`src/ipr_pkg.sv`:
```
// Purpose: Shared constants for the interrupt priority resolver
// Assumes: Eighteen sources numbered 0 to 17, six groups
// Notes:   Register offsets are byte addresses on the 8-bit port
`default_nettype none

package ipr_pkg;

  // ****************************************
  // Sizes
  // ****************************************
  localparam int NUM_SRC = 18;
  localparam int NUM_GRP = 6;
  localparam int NUM_LVL = 4;
  localparam int EVT_W   = 3;
  localparam int F5_W    = 5;

  typedef logic [4:0] ipr_num_t;
  typedef logic [1:0] ipr_lvl_t;

  // ****************************************
  // Register map
  // ****************************************
  localparam logic [7:0] OFS_PRIO_LOW   = 8'ha9;
  localparam logic [7:0] OFS_PRIO_HIGH  = 8'hb9;
  localparam logic [7:0] OFS_FLAGS5     = 8'he8;
  localparam logic [7:0] OFS_EVT_STATUS = 8'hf4;
  localparam logic [7:0] OFS_EVT_MASK   = 8'hf5;
  localparam logic [7:0] OFS_SERVICE    = 8'hf6;

  localparam logic [5:0]       RST_PRIO   = 6'h00;
  localparam logic [F5_W-1:0]  RST_FLAGS5 = 5'h00;
  localparam logic [EVT_W-1:0] RST_EVT    = 3'h0;

  // Flag register five fields
  localparam int F5_PORT_TWO    = 0;
  localparam int F5_SERIAL_A_TX = 1;
  localparam int F5_SERIAL_B_TX = 2;
  localparam int F5_PORT_ONE    = 3;
  localparam int F5_WATCHDOG    = 4;

  // Event status fields
  localparam int EVT_VECTOR  = 0;
  localparam int EVT_NESTED  = 1;
  localparam int EVT_BAD_RET = 2;

  // Source numbers backed by flag register five
  localparam ipr_num_t SRC_PORT_TWO    = 5'h06;
  localparam ipr_num_t SRC_SERIAL_A_TX = 5'h07;
  localparam ipr_num_t SRC_SERIAL_B_TX = 5'h0e;
  localparam ipr_num_t SRC_PORT_ONE    = 5'h0f;
  localparam ipr_num_t SRC_WATCHDOG    = 5'h11;

  // ****************************************
  // Polling order and group membership
  // ****************************************
  localparam ipr_num_t POLL_ORDER [NUM_SRC] = '{
    5'h00, 5'h10, 5'h08, 5'h01, 5'h09, 5'h02, 5'h0a, 5'h03, 5'h0b,
    5'h04, 5'h0c, 5'h05, 5'h0d, 5'h06, 5'h07, 5'h0e, 5'h0f, 5'h11};

  localparam logic [2:0] GROUP_OF [NUM_SRC] = '{
    3'h0, 3'h1, 3'h2, 3'h3, 3'h4, 3'h5, 3'h1, 3'h2, 3'h0,
    3'h1, 3'h2, 3'h3, 3'h4, 3'h5, 3'h3, 3'h4, 3'h0, 3'h5};

  function automatic ipr_lvl_t level_of(input logic [5:0] hi,
                                        input logic [5:0] lo,
                                        input ipr_num_t   num);
    logic [2:0] g;
    g = GROUP_OF[num];
    return {hi[g], lo[g]};
  endfunction : level_of

endpackage : ipr_pkg

`default_nettype wire

```
`src/ipr_sel_if.sv`:
```
// Purpose: Carries pending sources and levels to the poll selector
// Assumes: Purely combinational traffic
// Notes:   Winner is valid in the same cycle as the inputs
`timescale 1ns/1ns
`default_nettype none

interface ipr_sel_if;
  logic [ipr_pkg::NUM_SRC-1:0] pending;
  logic [5:0]                  lvl_hi;
  logic [5:0]                  lvl_lo;
  logic                        win_valid;
  ipr_pkg::ipr_num_t           win_num;
  ipr_pkg::ipr_lvl_t           win_lvl;

  modport requester (output pending, lvl_hi, lvl_lo,
                     input  win_valid, win_num, win_lvl);
  modport selector  (input  pending, lvl_hi, lvl_lo,
                     output win_valid, win_num, win_lvl);
endinterface : ipr_sel_if

`default_nettype wire

```
`src/ipr_poll_selector.sv`:
```
// Purpose: Picks the pending source of highest level, poll order on ties
// Assumes: Pending bits already qualified by the caller
// Notes:   Strict compare keeps the earliest polled source on a tie
`timescale 1ns/1ns
`default_nettype none

module ipr_poll_selector (
  ipr_sel_if.selector sel
);

  logic              found;
  ipr_pkg::ipr_lvl_t best_lvl;
  ipr_pkg::ipr_num_t best_num;
  ipr_pkg::ipr_num_t n;
  ipr_pkg::ipr_lvl_t l;

  // level then poll
  always_comb
  begin
    found    = 1'b0;
    best_lvl = 2'h0;
    best_num = 5'h00;
    n        = 5'h00;
    l        = 2'h0;
    for (int i = 0; i < ipr_pkg::NUM_SRC; i++)
    begin
      n = ipr_pkg::POLL_ORDER[i];
      l = ipr_pkg::level_of(sel.lvl_hi, sel.lvl_lo, n);
      // fixed poll tiebreak
      if (sel.pending[n] && (!found || (l > best_lvl)))
      begin
        found    = 1'b1;
        best_lvl = l;
        best_num = n;
      end
    end
    sel.win_valid = found;
    sel.win_num   = best_num;
    sel.win_lvl   = best_lvl;
  end

endmodule : ipr_poll_selector

`default_nettype wire

```
`src/ipr_service_stack.sv`:
```
// Purpose: Tracks which priority levels have a routine in service
// Assumes: Return always ends the highest level in service
// Notes:   Pop acts before push when both come in one cycle
`timescale 1ns/1ns
`default_nettype none

module ipr_service_stack #(
  parameter int LEVELS = ipr_pkg::NUM_LVL
) (
  input  wire logic              clock,
  input  wire logic              rst_n,
  input  wire logic              push,
  input  wire ipr_pkg::ipr_lvl_t push_lvl,
  input  wire logic              pop,
  output logic                   active_valid,
  output ipr_pkg::ipr_lvl_t      active_lvl,
  output logic [LEVELS-1:0]      in_service
);

  logic [LEVELS-1:0] busy_ff;
  logic [LEVELS-1:0] nxt_busy;

  always_comb
  begin
    active_valid = 1'b0;
    active_lvl   = 2'h0;
    for (int i = 0; i < LEVELS; i++)
    begin
      if (busy_ff[i])
      begin
        active_valid = 1'b1;
        active_lvl   = 2'(i);
      end
    end
  end

  always_comb
  begin
    nxt_busy = busy_ff;
    if (pop && active_valid)
      nxt_busy[active_lvl] = 1'b0;
    if (push)
      nxt_busy[push_lvl] = 1'b1;
  end

  always_ff @(posedge clock)
  begin
    if (!rst_n)
      busy_ff <= '0;
    else
      busy_ff <= nxt_busy;
  end

  assign in_service = busy_ff;

endmodule : ipr_service_stack

`default_nettype wire

```
`src/ipr_resolver.sv`:
```
// Purpose: Interrupt priority resolver with flag register five
// Assumes: Other sources hold their own flags and present levels
// Notes:   One request is offered to the core at a time
//
// Functional notes
// Flag five bit 4 is watchdog pending, reset 0, software read/write.
// Flag five bit 3 is port one pending, reset 0.
// Flag five bit 2 is shared serial B / audio transmit pending.
// Flag five bit 1 is serial A transmit pending, reset 0.
// Flag five bit 0 is shared port two / USB pending; 7:5 zero.
// Sources form six groups; priority is per group, not per source.
// Four levels per group; every group resets to lowest level.
// High priority register bits 5:0 give group level MSB; 7:6 zero.
// Low priority register bits 5:0 give group level LSB; 7:6 zero.
// Group level is {high bit, low bit}; 00 lowest, 11 highest.
// During service, requests of equal or lower level are not taken.
// Simultaneous equal level requests resolve by fixed polling order.
// Group membership of the eighteen sources is fixed by table.
// Polling order is 0,16,8,1,9,2,10,3,11,4,12,5,13,6,7,14,15,17.
// Highest level wins first, poll order within it; higher preempts.
// Register writes act next cycle; written flag counts as pending.
//
// The strobed register port was decided locally.
`timescale 1ns/1ns
`default_nettype none

module ipr_resolver #(
  parameter int NUM_SRC = ipr_pkg::NUM_SRC
) (
  input  wire logic               clock,
  input  wire logic               rst_n,
  input  wire logic [7:0]         reg_addr,
  input  wire logic [7:0]         reg_wdata,
  input  wire logic               reg_wr,
  input  wire logic               reg_rd,
  output logic [7:0]              reg_rdata,
  input  wire logic [NUM_SRC-1:0] src_pending,
  input  wire logic               port_two_req,
  input  wire logic               usb_ctrl_req,
  input  wire logic               serial_a_tx_req,
  input  wire logic               serial_b_tx_req,
  input  wire logic               audio_tx_req,
  input  wire logic               port_one_req,
  input  wire logic               watchdog_req,
  output logic                    vec_valid,
  output ipr_pkg::ipr_num_t       vec_num,
  output ipr_pkg::ipr_lvl_t       vec_level,
  input  wire logic               vec_ack,
  input  wire logic               vec_return,
  output logic [NUM_SRC-1:0]      src_clear,
  output logic                    irq
);

  // ****************************************
  // Types and storage
  // ****************************************
  typedef enum logic [1:0] {
    IPR_IDLE  = 2'b00,
    IPR_OFFER = 2'b01,
    IPR_TAKEN = 2'b11
  } ipr_state_e;

  ipr_state_e                      state_ff;
  ipr_state_e                      nxt_state;
  logic [5:0]                      prio_low_ff;
  logic [5:0]                      prio_high_ff;
  logic [ipr_pkg::F5_W-1:0]        flags5_ff;
  logic [ipr_pkg::F5_W-1:0]        nxt_flags5;
  logic [ipr_pkg::F5_W-1:0]        f5_set;
  logic [ipr_pkg::F5_W-1:0]        f5_clr;
  logic [ipr_pkg::EVT_W-1:0]       evt_status_ff;
  logic [ipr_pkg::EVT_W-1:0]       nxt_evt_status;
  logic [ipr_pkg::EVT_W-1:0]       evt_mask_ff;
  logic [ipr_pkg::EVT_W-1:0]       evt_hit;
  logic [7:0]                      rdata_ff;
  logic [7:0]                      read_mux;
  logic                            vec_valid_ff;
  ipr_pkg::ipr_num_t               vec_num_ff;
  ipr_pkg::ipr_lvl_t               vec_level_ff;
  logic [NUM_SRC-1:0]              src_clear_ff;
  logic [NUM_SRC-1:0]              nxt_src_clear;
  logic                            irq_ff;
  logic [NUM_SRC-1:0]              pending;
  logic                            may_offer;
  logic                            ev_vector;
  logic                            active_valid;
  ipr_pkg::ipr_lvl_t               active_lvl;
  logic [ipr_pkg::NUM_LVL-1:0]     in_service;
  logic                            wr_low;
  logic                            wr_high;
  logic                            wr_flags5;
  logic                            wr_status;
  logic                            wr_mask;

  ipr_sel_if sel_bus ();

  // ****************************************
  // Write decode
  // ****************************************
  assign wr_low    = reg_wr && (reg_addr == ipr_pkg::OFS_PRIO_LOW);
  assign wr_high   = reg_wr && (reg_addr == ipr_pkg::OFS_PRIO_HIGH);
  assign wr_flags5 = reg_wr && (reg_addr == ipr_pkg::OFS_FLAGS5);
  assign wr_status = reg_wr && (reg_addr == ipr_pkg::OFS_EVT_STATUS);
  assign wr_mask   = reg_wr && (reg_addr == ipr_pkg::OFS_EVT_MASK);

  // ****************************************
  // Priority registers
  // ****************************************
  // all groups lowest
  // low bit register
  always_ff @(posedge clock)
  begin
    if (!rst_n)
      prio_low_ff <= ipr_pkg::RST_PRIO;
    else if (wr_low)
      prio_low_ff <= reg_wdata[5:0];
  end

  // high bit register
  always_ff @(posedge clock)
  begin
    if (!rst_n)
      prio_high_ff <= ipr_pkg::RST_PRIO;
    else if (wr_high)
      prio_high_ff <= reg_wdata[5:0];
  end

  // ****************************************
  // Flag register five
  // ****************************************
  // Hardware set is applied last so an event on a clear is kept
  always_comb
  begin
    f5_set                             = '0;
    // shared port two flag
    f5_set[ipr_pkg::F5_PORT_TWO]       = port_two_req | usb_ctrl_req;
    // serial A transmit
    f5_set[ipr_pkg::F5_SERIAL_A_TX]    = serial_a_tx_req;
    // shared transmit flag
    f5_set[ipr_pkg::F5_SERIAL_B_TX]    = serial_b_tx_req | audio_tx_req;
    // port one flag
    f5_set[ipr_pkg::F5_PORT_ONE]       = port_one_req;
    // watchdog flag
    f5_set[ipr_pkg::F5_WATCHDOG]       = watchdog_req;
  end

  always_comb
  begin
    f5_clr = '0;
    if (ev_vector)
    begin
      case (vec_num_ff)
        ipr_pkg::SRC_PORT_TWO:    f5_clr[ipr_pkg::F5_PORT_TWO]    = 1'b1;
        ipr_pkg::SRC_SERIAL_A_TX: f5_clr[ipr_pkg::F5_SERIAL_A_TX] = 1'b1;
        ipr_pkg::SRC_SERIAL_B_TX: f5_clr[ipr_pkg::F5_SERIAL_B_TX] = 1'b1;
        ipr_pkg::SRC_PORT_ONE:    f5_clr[ipr_pkg::F5_PORT_ONE]    = 1'b1;
        ipr_pkg::SRC_WATCHDOG:    f5_clr[ipr_pkg::F5_WATCHDOG]    = 1'b1;
        default:                  f5_clr = '0;
      endcase
    end
  end

  // software write after vector clear, before hardware set
  always_comb
  begin
    nxt_flags5 = flags5_ff & ~f5_clr;
    if (wr_flags5)
      nxt_flags5 = reg_wdata[ipr_pkg::F5_W-1:0];
    nxt_flags5 = nxt_flags5 | f5_set;
  end

  always_ff @(posedge clock)
  begin
    if (!rst_n)
      flags5_ff <= ipr_pkg::RST_FLAGS5;
    else
      flags5_ff <= nxt_flags5;
  end

  // ****************************************
  // Pending vector and selection
  // ****************************************
  // written flag pends
  always_comb
  begin
    pending                           = src_pending;
    pending[ipr_pkg::SRC_PORT_TWO]    = flags5_ff[ipr_pkg::F5_PORT_TWO];
    pending[ipr_pkg::SRC_SERIAL_A_TX] = flags5_ff[ipr_pkg::F5_SERIAL_A_TX];
    pending[ipr_pkg::SRC_SERIAL_B_TX] = flags5_ff[ipr_pkg::F5_SERIAL_B_TX];
    pending[ipr_pkg::SRC_PORT_ONE]    = flags5_ff[ipr_pkg::F5_PORT_ONE];
    pending[ipr_pkg::SRC_WATCHDOG]    = flags5_ff[ipr_pkg::F5_WATCHDOG];
  end

  // per group levels
  // high bit is MSB
  // membership by table
  // poll order table
  assign sel_bus.pending = pending;
  assign sel_bus.lvl_hi  = prio_high_ff;
  assign sel_bus.lvl_lo  = prio_low_ff;

  ipr_poll_selector u_select (
    .sel (sel_bus.selector)
  );

  ipr_service_stack #(
    .LEVELS (ipr_pkg::NUM_LVL)
  ) u_stack (
    .clock        (clock),
    .rst_n        (rst_n),
    .push         (ev_vector),
    .push_lvl     (vec_level_ff),
    .pop          (vec_return),
    .active_valid (active_valid),
    .active_lvl   (active_lvl),
    .in_service   (in_service)
  );

  // strictly higher only
  // higher level preempts
  assign may_offer = sel_bus.win_valid &&
                     (!active_valid || (sel_bus.win_lvl > active_lvl));

  assign ev_vector = (state_ff == IPR_OFFER) && vec_ack;

  // ****************************************
  // Offer sequence
  // ****************************************
  // Taken state gives peripherals one cycle to drop their level
  always_comb
  begin
    case (state_ff)
      IPR_IDLE:
        nxt_state = may_offer ? IPR_OFFER : IPR_IDLE;
      IPR_OFFER:
        if (vec_ack)
          nxt_state = IPR_TAKEN;
        else if (!may_offer)
          nxt_state = IPR_IDLE;
        else
          nxt_state = IPR_OFFER;
      IPR_TAKEN:
        nxt_state = IPR_IDLE;
      default:
        nxt_state = IPR_IDLE;
    endcase
  end

  always_ff @(posedge clock)
  begin
    if (!rst_n)
      state_ff <= IPR_IDLE;
    else
      state_ff <= nxt_state;
  end

  // Offered number tracks the winner until the core takes it
  always_ff @(posedge clock)
  begin
    if (!rst_n)
    begin
      vec_valid_ff <= 1'b0;
      vec_num_ff   <= 5'h00;
      vec_level_ff <= 2'h0;
    end
    else
    begin
      vec_valid_ff <= (nxt_state == IPR_OFFER);
      if ((nxt_state == IPR_OFFER) && !ev_vector)
      begin
        vec_num_ff   <= sel_bus.win_num;
        vec_level_ff <= sel_bus.win_lvl;
      end
    end
  end

  always_comb
  begin
    nxt_src_clear = '0;
    if (ev_vector)
      nxt_src_clear[vec_num_ff] = 1'b1;
  end

  always_ff @(posedge clock)
  begin
    if (!rst_n)
      src_clear_ff <= '0;
    else
      src_clear_ff <= nxt_src_clear;
  end

  // ****************************************
  // Event status, mask and interrupt line
  // ****************************************
  always_comb
  begin
    evt_hit                       = '0;
    evt_hit[ipr_pkg::EVT_VECTOR]  = ev_vector;
    evt_hit[ipr_pkg::EVT_NESTED]  = ev_vector && active_valid;
    evt_hit[ipr_pkg::EVT_BAD_RET] = vec_return && !active_valid;
  end

  // Set beats write-one-clear in the same cycle
  always_comb
  begin
    nxt_evt_status = evt_status_ff;
    if (wr_status)
      nxt_evt_status = nxt_evt_status & ~reg_wdata[ipr_pkg::EVT_W-1:0];
    nxt_evt_status = nxt_evt_status | evt_hit;
  end

  always_ff @(posedge clock)
  begin
    if (!rst_n)
      evt_status_ff <= ipr_pkg::RST_EVT;
    else
      evt_status_ff <= nxt_evt_status;
  end

  always_ff @(posedge clock)
  begin
    if (!rst_n)
      evt_mask_ff <= ipr_pkg::RST_EVT;
    else if (wr_mask)
      evt_mask_ff <= reg_wdata[ipr_pkg::EVT_W-1:0];
  end

  always_ff @(posedge clock)
  begin
    if (!rst_n)
      irq_ff <= 1'b0;
    else
      irq_ff <= |(nxt_evt_status & evt_mask_ff);
  end

  // ****************************************
  // Read port
  // ****************************************
  // Unused upper bits and unmapped addresses read as zero
  always_comb
  begin
    case (reg_addr)
      ipr_pkg::OFS_PRIO_LOW:   read_mux = {2'h0, prio_low_ff};
      ipr_pkg::OFS_PRIO_HIGH:  read_mux = {2'h0, prio_high_ff};
      ipr_pkg::OFS_FLAGS5:     read_mux = {3'h0, flags5_ff};
      ipr_pkg::OFS_EVT_STATUS: read_mux = {5'h00, evt_status_ff};
      ipr_pkg::OFS_EVT_MASK:   read_mux = {5'h00, evt_mask_ff};
      ipr_pkg::OFS_SERVICE:    read_mux = {3'h0, vec_valid_ff, in_service};
      default:                 read_mux = 8'h00;
    endcase
  end

  always_ff @(posedge clock)
  begin
    if (!rst_n)
      rdata_ff <= 8'h00;
    else
      rdata_ff <= reg_rd ? read_mux : 8'h00;
  end

  // ****************************************
  // Outputs
  // ****************************************
  assign reg_rdata = rdata_ff;
  assign vec_valid = vec_valid_ff;
  assign vec_num   = vec_num_ff;
  assign vec_level = vec_level_ff;
  assign src_clear = src_clear_ff;
  assign irq       = irq_ff;

endmodule : ipr_resolver

`default_nettype wire

```
`config.mk`:
```
export PLATFORM = sky130hd
export DESIGN_NAME = ipr_resolver
export DESIGN_NICKNAME = d
export VERILOG_FILES = /design/src/ipr_pkg.sv /design/src/ipr_sel_if.sv /design/src/ipr_poll_selector.sv /design/src/ipr_service_stack.sv /design/src/ipr_resolver.sv
export SDC_FILE = /design/constraint.sdc
export NUM_CORES = 1
export LEC_CHECK = 0
export ABC_AREA = 1
export BUFFER_PORTS_ARGS = -buffer_cell sky130_fd_sc_hd__buf_2
export CORE_MARGIN = 4
export CORE_UTILIZATION = 45
export CTS_BUF_LIST = sky130_fd_sc_hd__clkbuf_2
export DETAILED_ROUTE_END_ITERATION = 8
export GPL_TIMING_DRIVEN = 0
export PLACE_DENSITY = 0.68
export SLEW_MARGIN = 20
export SYNTH_ARGS = -nofsm -noshare
export SYNTH_HDL_FRONTEND = slang
export SYNTH_SLANG_ARGS = --single-unit
```
`constraint.sdc`:
```
create_clock -name clock -period 18.9 [get_ports clock]
set_input_delay 3.78 -clock clock [delete_from_list [all_inputs] [get_ports clock]]
set_output_delay 3.78 -clock clock [all_outputs]
set_load 0.01 [all_outputs]
```
==> reports/metrics.yaml <==
drt:
  dr.first_iter.drc_count: 192
  num_vias: 4175
  routed_wirelength_um: 10800
  drc: 0
  routedWlPerCell_um: 13.5
  via_per_inst: 5.24
  antenna_left: 0
  dr.pass1.iters: 5
yosys:
  ys_types: 41
  synth_top_area_cell: "dfxtp_1"
  synth_edf_count: 0
  avgSynthCellArea_sq_um: 6.69
  synth_warnings: 0
  synth.area.top_cells: "dfxtp_1, nand2_1, inv_1, nor2_1, ha_1"
  synth_top_area_share: 0.310
  syn_area_sq_um: 4000
  seq_area_frac_synth: 0.310
  synthCells: 598
  ys_async_sr_fraction: 0
  synth_ff_type: "dfxtp_1"
  ys_seq_elements: 62
floorplanning:
  row_count: 34
  io_pins: 82
  start_util: 0.461
  core_sq_um: 8680
  die_area_sq_um: 10500
  fp.dieH_um: 102
  die_w_um: 102
placement:
  dpl_cell_area_sq_um: 4500
  dp.final_hpwl_um: 8620
  numPortBuffers: 72
  place.gp.congestion: 0.852
cells_and_area:
  finalInstanceArea_sq_um: 4750
  area_growth_pct: 18.7
  nNetsFinal: 752
  antennaDiodeCount: 0
  drive_gt1_frac: 0.218
  final_core_util: 0.547
worst_setup_path:
  crit_arrival_ns: 17.79
  end_kind: "flop"
  crit_required_ns: 19.33
  critical_path_class: "in2reg"
  cp_slowest_cell: "ha_1"
  path_max_fanout: 7
  path_common_cell: "nand2_1"
  startpoint_type: "input port"
  critical_path.max_stage_delay_ns: 0.32
  crit_path_start: "src_pending[0]"
  reg2reg_from: "prio_low_ff[0]$_SDFFE_PN0P_"
global_route:
  grt_pass1_wl_um: 17600
  track_usage: 0.210
  antenna_found_initial: 0
  grt_max_degree: 12
  overflow: 0
  grt_pass1_vias: 3947
timing:
  hold_viol_final: 0
  slew_violations: 0
  worst_slew_pin_slew_ns: 1.04
  fin_skew_ns: 0.0209
  slew-limit-headroom: 0.300
  max_freq_mhz: 57.6
  fin_crit_ns: 17.36
  finalSetupViolCount: 0
  rsz0062_at_grt: "false"
  period_share: 0.918
pwr:
  swShare: 0.271
  ir_worst_vdd_mv: 0.0297
  power_frac_seq: 0.461
  power.density_nw_per_um2: 64.0
  combPwrFrac: 0.140
  intPower_mw: 0.222
  power.leakage_nw: 2.39
  switching_power_mw: 0.0824
  p_clk_frac: 0.399
clock_tree:
  clk_root_buffer_cell: "clkbuf_2"
  cts_sinks: 62
  cts_tree: "done"
  cts_buffers: 9
  htreeDepth: 3
  hold_buffers: 0
  clkSlewWorstSetupHoldPaths_ns: 0.17
  cts_buffer_depth: 2
  clock_latency_ns: 0.52
worst_hold_path:
  hp-class: "reg2reg"
  min_from: "u_stack.in_service[0]$_SDFF_PN0_"
run_status:
  status: "finished, final reports clean"
run:
  maxCapViolCount: 0
==> metal layers <==
metal	track usage	vias up	part of all wire
met5	0	-	0
met4	0.0676	0	0.019
met3	0.0410	23	0.062
met2	0.361	122	0.48
met1	0.264	1902	0.43
li1	-	2128	-
==> power groups by stage <==
stage | Clock [mW] | Sequential, mW | Combinational, mW
final | 0.121 | 0.140 | 0.0425
after global routing | 0.127 | 0.141 | 0.0483
after CTS | 0.121 | 0.140 | 0.0404
after detailed placement | 0 | 0.143 | 0.0399
after global placement | 0 | 0.143 | 0.0393
after floorplan | 0 | 0.143 | 0.0235
==> final cells by class <==
| type | instances | area (sq um) |
|---|---|---|
| buffer | 7 | 33.8 |
| multi-input combinational | 432 | 2410 |
| clock inverter | 6 | 133 |
| fill | 896 | 3930 |
| timing repair buffer | 74 | 375 |
| sequential | 62 | 1240 |
| tap | 108 | 135 |
| inverter | 98 | 368 |
| clock buffer | 10 | 50.0 |
==> per-stage QoR <==
stage	setup TNS (ns)	cells	setup slack (ns)	power (mW)	hold slack (ns)
2_1_floorplan	0	599	1.61	0.166	0.455
3_3_place_gp	-0.0104	779	-0.0104	0.182	0.472
3_5_place_dp	-3.21	779	-0.524	0.183	0.479
4_1_cts	0	795	0.0867	0.302	0.509
5_1_grt	0	797	0.00291	0.316	0.549
6_report	0	797	1.54	0.304	0.514
==> what timing repair did <==
action,CTS,global route
gates resized for setup,1,29
buffers inserted,0,2
gates cloned,0,0
endpoints found under the hold margin,0,0
endpoints found under the setup margin,1,9
pin swaps,0,2
==> placed cells by master (no fill, tap or decap), types with 3 or more instances in the layout <==
cell and n:
nand2_1 110, nor2_1 73, clkbuf_2 10, nand3_1 50, bufinv_16 4, a21oi_1 22
nor3_1 11, a211oi_1 6, nor4_1 4, nand2_2 21, ha_1 21, buf_2 72
o21ai_2 8, nand2_4 13, o21ai_1 11, dfxtp_1 62, a31oi_1 9, nand3_2 6
and2_1 3, inv_1 95, buf_4 4, o31ai_1 3, clkbuf_1 4, o21ai_0 33
nand3_4 3
==> synthesized netlist by cell type (2+ instances only) <==
master,number
nand3_1,50
nand3_2,6
nand4_1,2
nor2_1,74
nor3_1,12
nand2_2,17
inv_1,95
a41oi_1,2
inv_2,2
a221oi_1,2
and2_1,3
nor3b_1,2
o211ai_1,2
a31oi_1,9
buf_4,2
nand2_1,114
dfxtp_1,62
nor4_1,4
clkbuf_1,4
a211oi_1,6
ha_1,21
o21ai_0,48
nand2_4,13
o21ai_1,4
o31ai_1,3
a21oi_1,22
nand3_4,3
==> worst paths after layout <==
check / end / depth (start not counted) / slack (ns)
worst max register to register: vec_num[4]$_SDFFE_PN0P_ / 121 / 4.58
worst min register to register: u_stack.in_service[0]$_SDFF_PN0_ / 2 / 0.51
worst max-delay path: vec_num[4]$_SDFFE_PN0P_ / 122 / 1.54
worst min-delay path: u_stack.in_service[0]$_SDFF_PN0_ / 2 / 0.51
==> registers in the layout, summed over array words and instances (netlist names) <==
register	count
src_clear	18
vec_num	5
u_stack.in_service	4
irq	1
prio_low_ff	6
vec_valid	1
flags5_ff	5
vec_level	2
evt_mask_ff	3
state_ff	2
prio_high_ff	6
evt_status_ff	3
reg_rdata	6
==> worst max-delay path, delay by kind of cell <==
kind                     cells  cell delay (ns)
AND/OR/NAND/NOR             75             6.61
buffers and inverters       10             0.70
adder cells (fa/ha/maj)     16             4.48
AO/OA/AOI/OAI               21             2.24
==> cell families after synthesis <==
logic type / after synthesis / share of synthesized area
compound gates: 105 / 0.152
simple gates: 304 / 0.371
other cells: 1 / 0.000937
flops: 62 / 0.310
buf+inv: 105 / 0.100
fa+ha+maj: 21 / 0.0657
No activity file was read; power rests on OpenSTA's default activity.
